[src/design/dcr_defs.svh]
// offsets, field positions, reset values and timing counts for the line control register bank
// Functional notes
// writing one to reset bit returns all registers to reset; bit self-clears
// controller never writes reserved register addresses
// isolation loopback bit enables digital loopback across barrier; zero disables it
// controller powers up line side before setting isolation loopback
// line echo test bit enables external analog loopback; zero disables it
// hybrid connect bit connects transmit hybrid; receive bit enables receive path
// negative ring status bit reads one while negative ring present
// positive ring status bit reads one while positive ring present
// on-hook monitor bit enables low-power monitoring without going off-hook
// controller clears on-hook monitor before setting off-hook request
// ring present reads one during ring; clears 4.5-9 s after ring or off-hook
// off-hook bit drives off-hook; ORed with off-hook pin when pin enabled
// while mode bit set, going on-hook does not start off-hook counter
// reserved bits and reserved registers read zero
// status bits are provided for reading through secondary frames
// line-side status is treated invalid while frame lock clear
`ifndef DCR_DEFS_SVH
`define DCR_DEFS_SVH
`define DCR_ADDR_W          5
`define DCR_OFF_MAIN        5'h01
`define DCR_OFF_PATH        5'h02
`define DCR_OFF_RSV3        5'h03
`define DCR_OFF_RSV4        5'h04
`define DCR_OFF_HOOK        5'h05
`define DCR_RST_MAIN        8'h00
`define DCR_RST_PATH        8'h03
`define DCR_RST_HOOK        8'h00
`define DCR_BIT_SRESET      7
`define DCR_BIT_ISOLOOP     1
`define DCR_BIT_ECHO        3
`define DCR_BIT_HYBRID      1
`define DCR_BIT_RXON        0
`define DCR_BIT_RNEG        6
`define DCR_BIT_RPOS        5
`define DCR_BIT_MONITOR     3
`define DCR_BIT_RPRESENT    2
`define DCR_BIT_OFFHOOK     0
`define DCR_CLK_NS          4
`define DCR_RING_HOLD_MS    5000
`define DCR_OFFHOOK_HOLD_US 100
`endif

[src/design/dcr_pkg.sv]
// types for the line control register bank
package dcr_pkg;
  typedef enum logic [1:0] {HOOK_ON, HOOK_DELAY, HOOK_OFF} dcr_hook_t;
  typedef struct packed {
    logic [4:0] addr;
    logic [7:0] wdata;
    logic       wr;
    logic       rd;
  } dcr_req_t;
  typedef struct packed {
    logic [7:0]      main_reg;
    logic [7:0]      path_reg;
    logic [1:0]      hook_bits_reg;
    logic            ring_present_reg;
    logic [31:0]     ring_cnt_reg;
    logic [31:0]     hook_cnt_reg;
    dcr_hook_t       hook_state_reg;
    logic [7:0]      rdata_reg;
    logic            rvalid_reg;
    logic [1:0]      rneg_sync_reg;
    logic [1:0]      rpos_sync_reg;
    logic [1:0]      lock_sync_reg;
    logic [1:0]      pin_sync_reg;
    logic            pin_en_reg;
    logic            mode_reg;
    logic            offhook_reg;
  } dcr_state_t;
endpackage

[src/design/dcr_regs.sv]
// line control register bank, registers one to five, on the serial port clock
`timescale 1ns/100ps
`include "dcr_defs.svh"
module dcr_regs #(
  parameter int RING_HOLD_CYC    = `DCR_RING_HOLD_MS * (1000000 / `DCR_CLK_NS),
  parameter int OFFHOOK_HOLD_CYC = `DCR_OFFHOOK_HOLD_US * 1000 / `DCR_CLK_NS
) (
  input  wire logic          CLOCK,
  input  wire logic          RST_N,
  input  wire dcr_pkg::dcr_req_t REQ,
  input  wire logic          RING_NEG,
  input  wire logic          RING_POS,
  input  wire logic          FRAME_LOCK,
  input  wire logic          OFFHOOK_PIN,
  input  wire logic          PIN_HOOK_ENABLE,
  input  wire logic          MODE,
  output logic [7:0]         RDATA,
  output logic               RVALID,
  output logic               ISOLATION_LOOPBACK,
  output logic               LINE_ECHO_TEST,
  output logic               HYBRID_CONNECT,
  output logic               RECEIVE_PATH_ON,
  output logic               ONHOOK_MONITOR,
  output logic               LINE_OFFHOOK
);
  // hold counters live in 32-bit state fields and must load at least one
  if (RING_HOLD_CYC < 1)
  begin : g_ring_hold_check
    $error("ring hold count must be at least one cycle");
  end
  // the on-hook delay count must also load at least one; a zero delay is rejected here
  if (OFFHOOK_HOLD_CYC < 1)
  begin : g_hook_hold_check
    $error("on-hook delay count must be at least one cycle");
  end

  dcr_pkg::dcr_state_t s_reg;
  dcr_pkg::dcr_state_t s_next;
  logic                offhook_req;

  // status is only trusted while the link holds frame lock
  function automatic logic valid_status(input logic bit_in, input logic lock);
    return bit_in & lock;
  endfunction

  // one step of a hold counter; it parks at zero instead of wrapping
  function automatic logic [31:0] count_down(input logic [31:0] cnt);
    logic [31:0] res;
    res = cnt;
    if (cnt != 32'h0)
      res = cnt - 32'h1;
    return res;
  endfunction

  // true when this request writes the given register
  function automatic logic write_hit(input dcr_pkg::dcr_req_t       req,
                                     input logic [`DCR_ADDR_W-1:0] addr);
    return req.wr && (req.addr == addr);
  endfunction

  // writable view of register one; the reset bit is never stored
  function automatic logic [7:0] main_write(input logic [7:0] wdata);
    logic [7:0] res;
    res = 8'h00;
    res[`DCR_BIT_ISOLOOP] = wdata[`DCR_BIT_ISOLOOP];
    return res;
  endfunction

  // writable view of register two; reserved bits stay zero
  function automatic logic [7:0] path_write(input logic [7:0] wdata);
    logic [7:0] res;
    res = 8'h00;
    res[`DCR_BIT_ECHO]   = wdata[`DCR_BIT_ECHO];
    res[`DCR_BIT_HYBRID] = wdata[`DCR_BIT_HYBRID];
    res[`DCR_BIT_RXON]   = wdata[`DCR_BIT_RXON];
    return res;
  endfunction

  // writable bits of the hook register: off-hook request above monitor
  function automatic logic [1:0] hook_write(input logic [7:0] wdata);
    return {wdata[`DCR_BIT_OFFHOOK], wdata[`DCR_BIT_MONITOR]};
  endfunction

  // read view of the hook register; the negative and positive ring bits count only under frame lock
  function automatic logic [7:0] hook_view(input dcr_pkg::dcr_state_t st);
    logic [7:0] res;
    res = 8'h00;
    res[`DCR_BIT_RNEG]     = valid_status(st.rneg_sync_reg[1], st.lock_sync_reg[1]);
    res[`DCR_BIT_RPOS]     = valid_status(st.rpos_sync_reg[1], st.lock_sync_reg[1]);
    res[`DCR_BIT_MONITOR]  = st.hook_bits_reg[0];
    res[`DCR_BIT_RPRESENT] = st.ring_present_reg;
    res[`DCR_BIT_OFFHOOK]  = st.hook_bits_reg[1];
    return res;
  endfunction

  // read mux for the secondary frame; unlisted registers read zero
  function automatic logic [7:0] read_view(input dcr_pkg::dcr_state_t    st,
                                           input logic [`DCR_ADDR_W-1:0] addr);
    logic [7:0] res;
    case (addr)
      `DCR_OFF_MAIN: res = st.main_reg;
      `DCR_OFF_PATH: res = st.path_reg;
      `DCR_OFF_HOOK: res = hook_view(st);
      default:       res = 8'h00;
    endcase
    return res;
  endfunction

  // next state: synchronisers, register writes, ring hold and hook sequence
  always_comb
  begin
    s_next = s_reg;
    offhook_req = 1'b0;
    // two flops for each line-side level before any logic reads it
    s_next.rneg_sync_reg = {s_reg.rneg_sync_reg[0], RING_NEG};
    s_next.rpos_sync_reg = {s_reg.rpos_sync_reg[0], RING_POS};
    s_next.lock_sync_reg = {s_reg.lock_sync_reg[0], FRAME_LOCK};
    s_next.pin_sync_reg  = {s_reg.pin_sync_reg[0], OFFHOOK_PIN};
    s_next.pin_en_reg    = PIN_HOOK_ENABLE;
    s_next.mode_reg      = MODE;
    s_next.rvalid_reg    = 1'b0;
    // effective request is the bit ORed with the enabled pin
    offhook_req = s_reg.hook_bits_reg[1]
                  | (s_reg.pin_en_reg & s_reg.pin_sync_reg[1]);
    // ring present holds for the ring hold time after the last positive ring
    if (valid_status(s_reg.rpos_sync_reg[1], s_reg.lock_sync_reg[1]))
    begin
      s_next.ring_present_reg = 1'b1;
      s_next.ring_cnt_reg = 32'(RING_HOLD_CYC);
    end
    else if (s_reg.ring_cnt_reg != 32'h0)
      s_next.ring_cnt_reg = count_down(s_reg.ring_cnt_reg);
    else
      s_next.ring_present_reg = 1'b0;
    if (s_reg.hook_state_reg == dcr_pkg::HOOK_OFF)
    begin
      s_next.ring_present_reg = 1'b0;
      s_next.ring_cnt_reg = 32'h0;
    end

    // hook sequence; the on-hook counter is skipped while mode is set
    case (s_reg.hook_state_reg)
      dcr_pkg::HOOK_ON:
        if (offhook_req)
          s_next.hook_state_reg = dcr_pkg::HOOK_OFF;
      dcr_pkg::HOOK_OFF:
        if (!offhook_req)
        begin
          if (s_reg.mode_reg)
            s_next.hook_state_reg = dcr_pkg::HOOK_ON;
          else
          begin
            s_next.hook_state_reg = dcr_pkg::HOOK_DELAY;
            s_next.hook_cnt_reg = 32'(OFFHOOK_HOLD_CYC);
          end
        end
      dcr_pkg::HOOK_DELAY:
        if (s_reg.hook_cnt_reg <= 32'h1)
          s_next.hook_state_reg = dcr_pkg::HOOK_ON;
        else
          s_next.hook_cnt_reg = count_down(s_reg.hook_cnt_reg);
      default:
        s_next.hook_state_reg = dcr_pkg::HOOK_ON;
    endcase

    // line off-hook output is registered from the next hook state
    s_next.offhook_reg = (s_next.hook_state_reg == dcr_pkg::HOOK_OFF);

    // register writes; reserved addresses and bits are dropped
    if (REQ.wr)
    begin
      case (REQ.addr)
        `DCR_OFF_MAIN:
          s_next.main_reg = main_write(REQ.wdata);
        `DCR_OFF_PATH:
          s_next.path_reg = path_write(REQ.wdata);
        `DCR_OFF_HOOK:
          s_next.hook_bits_reg = hook_write(REQ.wdata);
        default: ;
      endcase
    end

    // reads return status for the secondary frame; a same-cycle write is not seen
    if (REQ.rd)
    begin
      s_next.rvalid_reg = 1'b1;
      s_next.rdata_reg  = read_view(s_reg, REQ.addr);
    end

    // software reset returns every register to reset and never stays set
    if (write_hit(REQ, `DCR_OFF_MAIN) && REQ.wdata[`DCR_BIT_SRESET])
    begin
      s_next.main_reg         = `DCR_RST_MAIN;
      s_next.path_reg         = `DCR_RST_PATH;
      s_next.hook_bits_reg    = 2'b00;
      s_next.ring_present_reg = 1'b0;
      s_next.ring_cnt_reg     = 32'h0;
    end
  end

  // state register with synchronous reset
  always_ff @(posedge CLOCK)
  begin
    if (!RST_N)
    begin
      s_reg <= '0;
      s_reg.main_reg <= `DCR_RST_MAIN;
      s_reg.path_reg <= `DCR_RST_PATH;
      s_reg.hook_state_reg <= dcr_pkg::HOOK_ON;
    end
    else
      s_reg <= s_next;
  end

  // outputs straight from flip-flops
  assign RDATA              = s_reg.rdata_reg;
  assign RVALID             = s_reg.rvalid_reg;
  assign ISOLATION_LOOPBACK = s_reg.main_reg[`DCR_BIT_ISOLOOP];
  assign LINE_ECHO_TEST     = s_reg.path_reg[`DCR_BIT_ECHO];
  assign HYBRID_CONNECT     = s_reg.path_reg[`DCR_BIT_HYBRID];
  assign RECEIVE_PATH_ON    = s_reg.path_reg[`DCR_BIT_RXON];
  assign ONHOOK_MONITOR     = s_reg.hook_bits_reg[0];
  assign LINE_OFFHOOK       = s_reg.offhook_reg;
endmodule

[config.mk]
export PLATFORM = sky130hd
export DESIGN_NAME = dcr_regs
export DESIGN_NICKNAME = d
export VERILOG_FILES = /design/src/design/dcr_pkg.sv /design/src/design/dcr_regs.sv
export VERILOG_INCLUDE_DIRS = /design/src /design/src/design
export SDC_FILE = /design/constraint.sdc
export NUM_CORES = 1
export LEC_CHECK = 0
export BUFFER_PORTS_ARGS = -buffer_cell sky130_fd_sc_hd__clkbuf_2
export CAP_MARGIN = 5
export CORE_MARGIN = 2
export CORE_UTILIZATION = 59
export DETAILED_ROUTE_END_ITERATION = 10
export GPL_TIMING_DRIVEN = 0
export PLACE_DENSITY = 0.8
export SETUP_SLACK_MARGIN = 0.15
export SYNTH_ARGS = -nofsm -noshare
export SYNTH_HDL_FRONTEND = slang
export SYNTH_SLANG_ARGS = --single-unit
[constraint.sdc]
create_clock -name CLOCK -period 7.1 [get_ports CLOCK]
set_input_delay 1.065 -clock CLOCK [delete_from_list [all_inputs] [get_ports CLOCK]]
set_output_delay 1.065 -clock CLOCK [all_outputs]
set_load 0.05 [all_outputs]
==> metrics.yaml, run 1 <==
critical_path:
  setup.worst_path.start_class: "flip-flop"
  worstPathRequired_ps: 7330
  crit_type: "flip-flop to flip-flop"
  endpoint_kind: "flip-flop"
  r2r_cells: 9
  rr_startpoint: "s_reg[26]"
  worstReg2RegEnd: "s_reg[40]"
  cp.arrival_ps: 3250
  cp_max_fo: 10
  r2r_slack_ps: 4090
worst_hold_path:
  hp-start: "s_next[10]"
  hold_path_class: "flip-flop to flip-flop"
  holdPathEnd: "s_reg[10]"
  hold-path-cell-count: 1
global_routing:
  grt_util_met2: 0.431
  overflow: 0
  grt_pass1_vias: 3374
  grt_max_degree: 16
  antenna_found_initial: 0
  met1_usage: 0.279
  grt_pass1_wl_microns: 14800
  grtUsageMet3: 0.0625
  busiest_layer: "met2"
  track_usage: 0.240
synth:
  syn_inst: 493
  synth_area_per_cell_sq_um: 8.50
  syn_area_sq_um: 4190
  synth_edf_count: 0
  ys_async_sr_fraction: 0
  ys_warn_count: 0
  synth_cell_types: 55
  synth_flop_cell: "dfxtp_1"
  ys_seq_area_frac: 0.434
  ys_ff_latch: 91
floorplanning:
  fp.dieW_microns: 88.3
  die_area_sq_um: 7800
  die_h_microns: 88.3
  core_region_area_sq_um: 6830
  fp-row-count: 30
  start_util: 0.614
  io_pins: 38
timing:
  slew_viol_final: 0
  hold_viol_final: 0
  maxSlewHeadroom: 0.414
  period_needed_ps: 3010
  setup_viol: 0
  tns_ps: 0
  finalCritPeriodShare: 0.424
  timing.fmax_mhz: 332
  worst_clock_skew_ps: 9.96
  setup_slack_ps: 4090
  worstMarginPinSlew_ps: 866
  rsz0062_at_grt: "no"
final_layout:
  drive_above_1_share: 0.113
  largest_register_ffs: 74
  area_growth_pct: 11.7
  antenna_cells: 0
  fin_nets: 562
placed_design:
  dp_slack_ps: 4160
  portBuffers: 30
  routabilityCongestion: 0.843
  dpl.hpwl_microns: 6290
cts:
  hold_buffers: 0
  cts_tree: "built"
  cts-root-buf: "clkbuf_8"
  cts_buffers: 9
  clk_pin_slew_ps: 90
  cts_buffer_depth: 2
  ctsResizeCount: 0
  post_cts_buffers: 0
  cts_sinks: 91
  clock_latency_ps: 360
  cts_htree_levels: 3
route:
  drtAntennaViolNets: 0
  wl_per_cell_microns: 13.5
  dr.first_iter.drc_count: 142
  drt-total-wl_microns: 8610
  dr.pass1.iters: 4
  vias: 3572
  drc_errors: 0
  viasPerCell: 5.62
run:
  max-cap-violations: 0
run_status:
  status: "complete, no violations"
pwr:
  power_density_nw_per_um2: 352
  peakVddDrop_v: 0.000140
  leakagePower_nw: 1.82
-- synth_stat cells, drive strengths merged (2+ instances only) --
library cell / number / share of area
nand4: 7 / 0.010
nor3: 19 / 0.025
clkbuf: 19 / 0.017
or4: 7 / 0.013
and3: 5 / 0.0075
and2: 15 / 0.022
or3: 12 / 0.018
nand2b: 11 / 0.016
nor4b: 3 / 0.0063
dfxtp: 91 / 0.43
o211ai: 4 / 0.0072
o21ai: 16 / 0.019
nor4: 18 / 0.032
o31ai: 2 / 0.0036
a311oi: 6 / 0.013
xnor2: 21 / 0.044
a21oi: 37 / 0.044
xor2: 19 / 0.040
nor2b: 8 / 0.012
a31oi: 3 / 0.0045
a31o: 2 / 0.0042
nand3: 13 / 0.016
a211o: 3 / 0.0063
ha: 4 / 0.012
a22oi: 2 / 0.0036
nand3b: 5 / 0.0090
nand2: 28 / 0.025
buf: 11 / 0.019
o2111ai: 3 / 0.0078
a211oi: 6 / 0.011
nor2: 67 / 0.060
inv: 13 / 0.012
-- cell usage in the layout, fill, tap and decap left out, types with 15 or more instances in the layout --
master and count:
clkbuf_2 30, nand2_1 28, nor4_1 16, nor2_1 67, and2_1 15, a21oi_1 37, xor2_1 19, clkbuf_1 21
nor3_1 18, xnor2_1 21, dfxtp_1 91
-- cells by family (layout without fill, tap and decap cells) --
| kind of cell | count (synthesis) | after routing | share of synthesized area |
|---|---|---|---|
| AND/OR/NAND/NOR | 222 | 222 | 0.281 |
| AO/OA/AOI/OAI | 91 | 91 | 0.138 |
| flip-flops | 91 | 91 | 0.434 |
| buffers and inverters | 43 | 89 | 0.0477 |
| XOR/XNOR | 40 | 40 | 0.0836 |
| adder cells (fa/ha/maj) | 4 | 4 | 0.0119 |
| other | 1 | 2 | 0.000894 |
| multiplexers | 1 | 1 | 0.00239 |
-- power breakdown --
part	internal (W)	switching (W)	leakage, nW
logic	0.000255	0.000350	0.969
registers	0.000588	0.0000751	0.740
clock network	0.000201	0.000180	0.108
-- how the worst max path moves through the flow --
stage | startpoint | end | slack (ps) | cells past startpoint
2_1_floorplan | s_reg[26] | s_reg[45] | 4520 | 8
3_3_place_gp | s_reg[26] | s_reg[40] | 4200 | 9
3_5_place_dp | s_reg[26] | s_reg[40] | 4160 | 9
4_1_cts | s_reg[26] | s_reg[40] | 4140 | 9
5_1_grt | s_reg[54] | s_reg[58] | 3890 | 9
6_report | s_reg[26] | s_reg[40] | 4090 | 9
-- cell type report --
| type | instances | area (sq um) |
|---|---|---|
| Buffer | 30 | 151 |
| Clock buffer | 11 | 131 |
| Clock inverter | 5 | 86.3 |
| Fill cell | 580 | 2150 |
| Inverter | 13 | 48.8 |
| Multi-Input combinational cell | 360 | 2170 |
| Sequential cell | 91 | 1820 |
| Tap cell | 96 | 120 |
| Timing Repair Buffer | 30 | 150 |
-- layer usage --
metal | vias up | wire [microns]
li1 | 1814 | -
met1 | 1691 | 3850
met2 | 55 | 4350
met3 | 12 | 265
met4 | 0 | 148
met5 | - | 0
-- through the flow --
stage          hold slack, ps  total power, W  utilization  instance area [sq um]  std cells
3_5_place_dp              429         0.00127        0.654                   4470        620
3_3_place_gp              420         0.00125        0.654                   4470        620
5_1_grt                   471         0.00177        0.686                   4680        636
2_1_floorplan             412         0.00116            -                   4200        494
6_report                  448         0.00165        0.686                   4680        636
4_1_cts                   450         0.00166        0.686                   4680        636
-- worst max-delay path, stage by stage, from the launching register on --
cell,delay (ps)
dfxtp_1,370
or4_1,570
buf_2,190
nor4_4,440
a41oi_1,250
clkbuf_1,300
clkbuf_1,310
o21bai_1,230
xor2_1,170
nor2_1,50
(Power assumes the default switching activity.)
==> run 2, diff against run 1 <==
==> constraint.sdc (replaced) <==
create_clock -name CLOCK -period 3.2 [get_ports CLOCK]
set_input_delay 0.48 -clock CLOCK [delete_from_list [all_inputs] [get_ports CLOCK]]
set_output_delay 0.48 -clock CLOCK [all_outputs]
set_load 0.05 [all_outputs]
==> run 2 against run 1 <==
  * Wire length shrank 0.49%
  * Sequential cell count is the same
  * First-iteration DRC count shrank 18%
  * Sequential share of layout area shrank 0.062 points
  * Count of clock-buffer cells in the layout is the same
  * Core utilization grew 0.11 points
  * Hold slack lost 120 ps
  * Total power grew 120%
  * Via count is essentially flat
  * Clock skew shrank 2.6 ps
  * Fmax grew 4.8%
  * Critical path type unchanged
  * Critical endpoint is now s_reg[49]
  * Largest cell class unchanged
  * Largest power group unchanged
==> metrics.yaml, run 2 (same netlist as run 1, synthesis figures left out) <==
pwr:
  pwr-share-seq: 0.402  # about the same
  p_sw_frac: 0.367  # about the same
  p_switching_w: 0.00134  # was 0.000605 W
  leakagePower_nw: 1.82  # about the same
  p_total_w: 0.00366  # was 0.00165 W
  combinationalPowerShare: 0.366  # about the same
  intPower_w: 0.00232  # was 0.00104 W
  peakVddDrop_v: 0.000308  # was 0.000140 V
  power_density_nw_per_um2: 781  # was 352 nW/um^2
  p_clk_frac: 0.231  # about the same
run_status:
  status: "complete, no violations"  # unchanged
floorplanning:
  fp-row-count: 30  # unchanged
  start_util: 0.614  # unchanged
  die_h_microns: 88.3  # unchanged
  io_pins: 38  # unchanged
  core_region_area_sq_um: 6830  # unchanged
  fp.dieW_microns: 88.3  # unchanged
  die_area_sq_um: 7800  # unchanged
global_routing:
  grtUsageMet3: 0.0625  # unchanged
  overflow: 0  # unchanged
  grt_pass1_vias: 3374  # unchanged
  track_usage: 0.240  # unchanged
  grt_pass1_wl_microns: 14800  # unchanged
  grt_max_degree: 16  # unchanged
  met1_usage: 0.279  # unchanged
  busiest_layer: "met2"  # unchanged
  antenna_found_initial: 0  # unchanged
  grt_util_met2: 0.431  # unchanged
cts:
  cts_buffer_depth: 2  # unchanged
  ctsResizeCount: 0  # unchanged
  cts_htree_levels: 3  # unchanged
  cts-root-buf: "clkbuf_8"  # unchanged
  cts_tree: "built"  # unchanged
  hold_buffers: 0  # unchanged
  cts_buffers: 9  # unchanged
  post_cts_buffers: 0  # unchanged
  cts_sinks: 91  # unchanged
  clock_latency_ps: 360  # about the same
  clk_pin_slew_ps: 90  # about the same
route:
  viasPerCell: 5.61  # was 5.62
  drtAntennaViolNets: 0  # unchanged
  drt-total-wl_microns: 8570  # was 8610 microns
  dr.first_iter.drc_count: 117  # was 142
  vias: 3571  # was 3572
  drc_errors: 0  # unchanged
  dr.pass1.iters: 4  # unchanged
  wl_per_cell_microns: 13.5  # about the same
placed_design:
  dpl.hpwl_microns: 6290  # unchanged
  dp_cells: 620  # unchanged
  place_area_sq_um: 4470  # unchanged
  routabilityCongestion: 0.843  # unchanged
  portBuffers: 30  # unchanged
final_layout:
  drive_above_1_share: 0.117  # was 0.113
  fin_cells: 636  # unchanged
  final_cell_area_sq_um: 4690  # was 4680 sq um
  fin_nets: 562  # unchanged
  area_growth_pct: 11.9  # was 11.7%
  fillCellCount: 577  # was 580
  largest_register_ffs: 74  # unchanged
  final_cell_mix: "91 x dfxtp_1, 67 x nor2_1, 37 x a21oi_1"  # unchanged
  antenna_cells: 0  # unchanged
  layout_commonest_cell: "dfxtp_1"  # unchanged
timing:
  rsz0062_at_grt: "no"  # unchanged
  worst_clock_skew_ps: 7.36  # was 9.96 ps
  hold_ws_ps: 327  # was 448 ps
  timing.fmax_mhz: 348  # was 332 MHz
  hold_viol_final: 0  # unchanged
  setup_viol: 0  # unchanged
  finalCritPeriodShare: 0.898  # was 0.424
  slew_viol_final: 0  # unchanged
  worstMarginPinSlew_ps: 679  # was 866 ps
  period_needed_ps: 2870  # was 3010 ps
  maxSlewHeadroom: 0.543  # was 0.414
  tns_ps: 0  # unchanged
worst_hold_path:
  hold_path_class: "input port to flip-flop"  # was flip-flop to flip-flop
critical_path:
  setup.worst_path.start_class: "flip-flop"  # unchanged
  crit_type: "flip-flop to flip-flop"  # unchanged
  worstPathRequired_ps: 3480  # was 7330 ps
  cp.arrival_ps: 3160  # was 3250 ps
  cp_max_fo: 10  # unchanged
  endpoint_kind: "flip-flop"  # unchanged
run:
  max-cap-violations: 0  # unchanged
run 2: layer usage:
layer / wire length, microns / up-vias
li1: - / 1820
met1: 3860 / 1688
met2: 4310 / 51
met3: 250 / 12
met4: 150 / 0
met5: 0 / -
run 2: worst max-delay path: stages, from the launching register on:
cell       delay [ps]
dfxtp_1           370
or4_1             560
buf_2             190
or4_4             550
nor3_4            270
o2111ai_2         200
buf_6             210
or3_1             310
a21oi_1           140
run 2: through the flow:
stage               setup slack (ps)  utilization
CTS                              239        0.686
detailed placement               260        0.654
floorplan                        616            -
global route                     183        0.687
finish                           327        0.687
global placement                 300        0.654
run 2: power by group through the flow:
stage	Clock, W	Sequential, W	Combinational [W]
floorplan	0	0.00146	0.00110
global route	0.000908	0.00150	0.00152
detailed placement	0	0.00149	0.00133
global placement	0	0.00148	0.00129
finish	0.000848	0.00147	0.00134
CTS	0.000868	0.00147	0.00134
run 2: final timing paths:
check	from	end	slack [ps]	cells past startpoint
min	PIN_HOOK_ENABLE	s_reg[2]	330	2
max reg2reg	s_reg[26]	s_reg[49]	330	8
max	s_reg[26]	s_reg[49]	330	8
min reg2reg	s_next[4]	s_reg[4]	450	1
run 2: layout make-up:
class / instances / area, sq um / share of cell area
well taps: 96 / 120 / 0.0256
flip-flops and latches: 91 / 1820 / 0.388
multi-input cells: 360 / 2180 / 0.465
clock buffers: 11 / 131 / 0.0280
inverters: 13 / 48.8 / 0.0104
repair buffers: 30 / 150 / 0.0320
clock inverters: 5 / 86.3 / 0.0184
plain buffers: 30 / 153 / 0.0325
==> run 3, diff against run 2 <==
--- a/config.mk
+++ b/config.mk
@@ -8,11 +8,14 @@
 export LEC_CHECK = 0
 export BUFFER_PORTS_ARGS = -buffer_cell sky130_fd_sc_hd__clkbuf_2
 export CAP_MARGIN = 5
+export CELL_PAD_IN_SITES_DETAIL_PLACEMENT = 1
+export CELL_PAD_IN_SITES_GLOBAL_PLACEMENT = 1
 export CORE_MARGIN = 2
-export CORE_UTILIZATION = 59
+export CORE_UTILIZATION = 45
 export DETAILED_ROUTE_END_ITERATION = 10
 export GPL_TIMING_DRIVEN = 0
-export PLACE_DENSITY = 0.8
+export PLACE_DENSITY_LB_ADDON = 0.1
+export RECOVER_POWER = 25
 export SETUP_SLACK_MARGIN = 0.15
 export SYNTH_ARGS = -nofsm -noshare
 export SYNTH_HDL_FRONTEND = slang
==> run 3 against run 2 <==
  * Worst setup slack improved by 48 ps
  * Count of clock-buffer cells in the layout rose by 1
  * First-iteration DRC count fell by 30%
  * Critical endpoint is now s_reg[45]
==> metrics.yaml, run 3 (same netlist as run 1, synthesis figures left out) <==
timing:
  period_needed_ps: 2820  # was 2870 ps
  worst_clock_skew_ps: 11.9  # was 7.36 ps
  finalCritPeriodShare: 0.883  # was 0.898
  setup_viol: 0  # unchanged
  hold_ws_ps: 333  # was 327 ps
  worstMarginPinSlew_ps: 689  # was 679 ps
  rsz0062_at_grt: "no"  # unchanged
  hold_viol_final: 0  # unchanged
  maxSlewHeadroom: 0.538  # was 0.543
  slew_viol_final: 0  # unchanged
  tns_ps: 0  # unchanged
  timing.fmax_mhz: 354  # was 348 MHz
cts:
  cts_sinks: 91  # unchanged
  cts_buffer_depth: 2  # unchanged
  cts_tree: "built"  # unchanged
  cts_buffers: 9  # unchanged
  cts-root-buf: "clkbuf_8"  # unchanged
  clk_pin_slew_ps: 90  # about the same
  clock_latency_ps: 350  # was 360 ps
  cts_htree_levels: 3  # unchanged
global_routing:
  grt_pass1_vias: 3668  # was 3374
  track_usage: 0.207  # was 0.240
  antenna_found_initial: 0  # unchanged
  grt_pass1_wl_microns: 17000  # was 14800 microns
  grt_max_degree: 15  # was 16
  overflow: 0  # unchanged
placed_design:
  place_area_sq_um: 4490  # was 4470 sq um
  portBuffers: 30  # unchanged
  routabilityCongestion: 0.795  # was 0.843
  dpl.hpwl_microns: 7040  # was 6290 microns
critical_path:
  endpoint_kind: "flip-flop"  # unchanged
  worstPathRequired_ps: 3470  # was 3480 ps
  r2r_cells: 8  # unchanged
  path_delay_family: "simple AND/OR/NAND/NOR gates"  # unchanged
  setup.worst_path.start_class: "flip-flop"  # unchanged
  crit_cells: 8  # unchanged
  rr_startpoint: "s_reg[26]"  # unchanged
  startpoint: "s_reg[26]"  # unchanged
  crit_path_end: "s_reg[45]"  # was s_reg[49]
  cp_max_fo: 10  # unchanged
  slowest_delay_ps: 550  # was 560 ps
  r2r_slack_ps: 380  # was 330 ps
  path_cells: "or4_1 > buf_2 > or4_4 > nor3_4 > o2111ai_2 > buf_6 > or3_1 > a21oi_1"  # unchanged
  crit_type: "flip-flop to flip-flop"  # unchanged
  worstReg2RegEnd: "s_reg[45]"  # was s_reg[49]
  cp_num_buf_inv: 2  # unchanged
  worst_path_max_delay_cell: "or4_4"  # was or4_1
  cp.arrival_ps: 3100  # was 3160 ps
pwr:
  peakVddDrop_v: 0.000330  # was 0.000308 V
  power_density_nw_per_um2: 787  # was 781 nW/um^2
  p_total_w: 0.00371  # was 0.00366 W
  leakagePower_nw: 1.81  # was 1.82 nW
floorplanning:
  core_region_area_sq_um: 9150  # was 6830 sq um
  io_pins: 38  # unchanged
  die_h_microns: 101  # was 88.3 microns
  fp.dieW_microns: 101  # was 88.3 microns
  die_area_sq_um: 10100  # was 7800 sq um
  start_util: 0.458  # was 0.614
  fp-row-count: 35  # was 30
route:
  dr.pass1.iters: 4  # unchanged
  drtAntennaViolNets: 0  # unchanged
  drc_errors: 0  # unchanged
  drt-total-wl_microns: 9680  # was 8570 microns
  dr.first_iter.drc_count: 82  # was 117
  wl_per_cell_microns: 14.9  # was 13.5 microns
  vias: 3573  # was 3571
  viasPerCell: 5.49  # was 5.61
final_layout:
  fin_nets: 562  # unchanged
  final_cell_mix: "91 x dfxtp_1, 67 x nor2_1, 37 x a21oi_1"  # unchanged
  antenna_cells: 0  # unchanged
  area_growth_pct: 12.6  # was 11.9%
  drive_above_1_share: 0.109  # was 0.117
  layout_commonest_cell: "dfxtp_1"  # unchanged
  final_cell_area_sq_um: 4720  # was 4690 sq um
  largest_register_ffs: 74  # unchanged
run_status:
  status: "complete, no violations"  # unchanged
run:
  max-cap-violations: 0  # unchanged
worst_hold_path:
  hold_path_class: "input port to flip-flop"  # unchanged
==> run 3: cell types whose count changed in the layout (fill, tap and decap cells not counted), moves of 2 or more <==
cell      change
and2_0        +6
clkbuf_1      +3
and2_1        -6
clkbuf_2      -5
clkinv_4      -2
clkbuf_8      +2
==> run 3: power breakdown <==
part	switching, W	internal, W
Combinational	0.000794	0.000567
Clock	0.000388	0.000482
Sequential	0.000177	0.00130
Total	0.00136	0.00235
==> run 3: metrics by stage <==
stage / setup slack, ps / util / cells
CTS: 187 / 0.515 / 651
detailed placement: 211 / 0.490 / 635
global placement: 272 / 0.490 / 635
global route: 225 / 0.516 / 651
finish: 375 / 0.516 / 651
floorplan: 616 / - / 494
==> run 3: area by class of cell <==
cell class,instances,area (sq um)
Fill cell,1136,4430
Sequential cell,91,1820
Multi-Input combinational cell,360,2190
Inverter,13,48.8
Tap cell,111,139
Buffer,30,154
Clock inverter,4,72.6
Timing Repair Buffer,30,143
Clock buffer,12,155
==> run 3: layer usage <==
| layer | global-route usage | wire [microns] |
|---|---|---|
| met2 | 0.368 | 4850 |
| met5 | 0 | 0 |
| met1 | 0.256 | 4510 |
| met3 | 0.0423 | 190 |
| met4 | 0.0537 | 129 |
==> run 3: how the worst min path moves through the flow <==
stage,startpoint,end,slack (ps),cells after the start
2_1_floorplan,s_next[10],s_reg[10],410,1
3_3_place_gp,s_next[8],s_reg[8],420,1
3_5_place_dp,s_next[6],s_reg[6],420,1
4_1_cts,PIN_HOOK_ENABLE,s_reg[2],320,2
5_1_grt,RING_NEG,s_next[10],320,2
6_report,PIN_HOOK_ENABLE,s_reg[2],330,2
==> run 3: what timing repair did <==
item                       4_1_cts  5_1_grt
buffers inserted                 0        0
hold buffers                     0        0
setup endpoints to repair        0       15
gates resized for setup          0        6
==> run 3: worst register-to-register path: cells and delay by family (launching register included) <==
kind / cells / cell delay (ps)
simple gates: 4 / 1640
compound gates: 2 / 340
buf+inv: 2 / 400
flops: 1 / 360
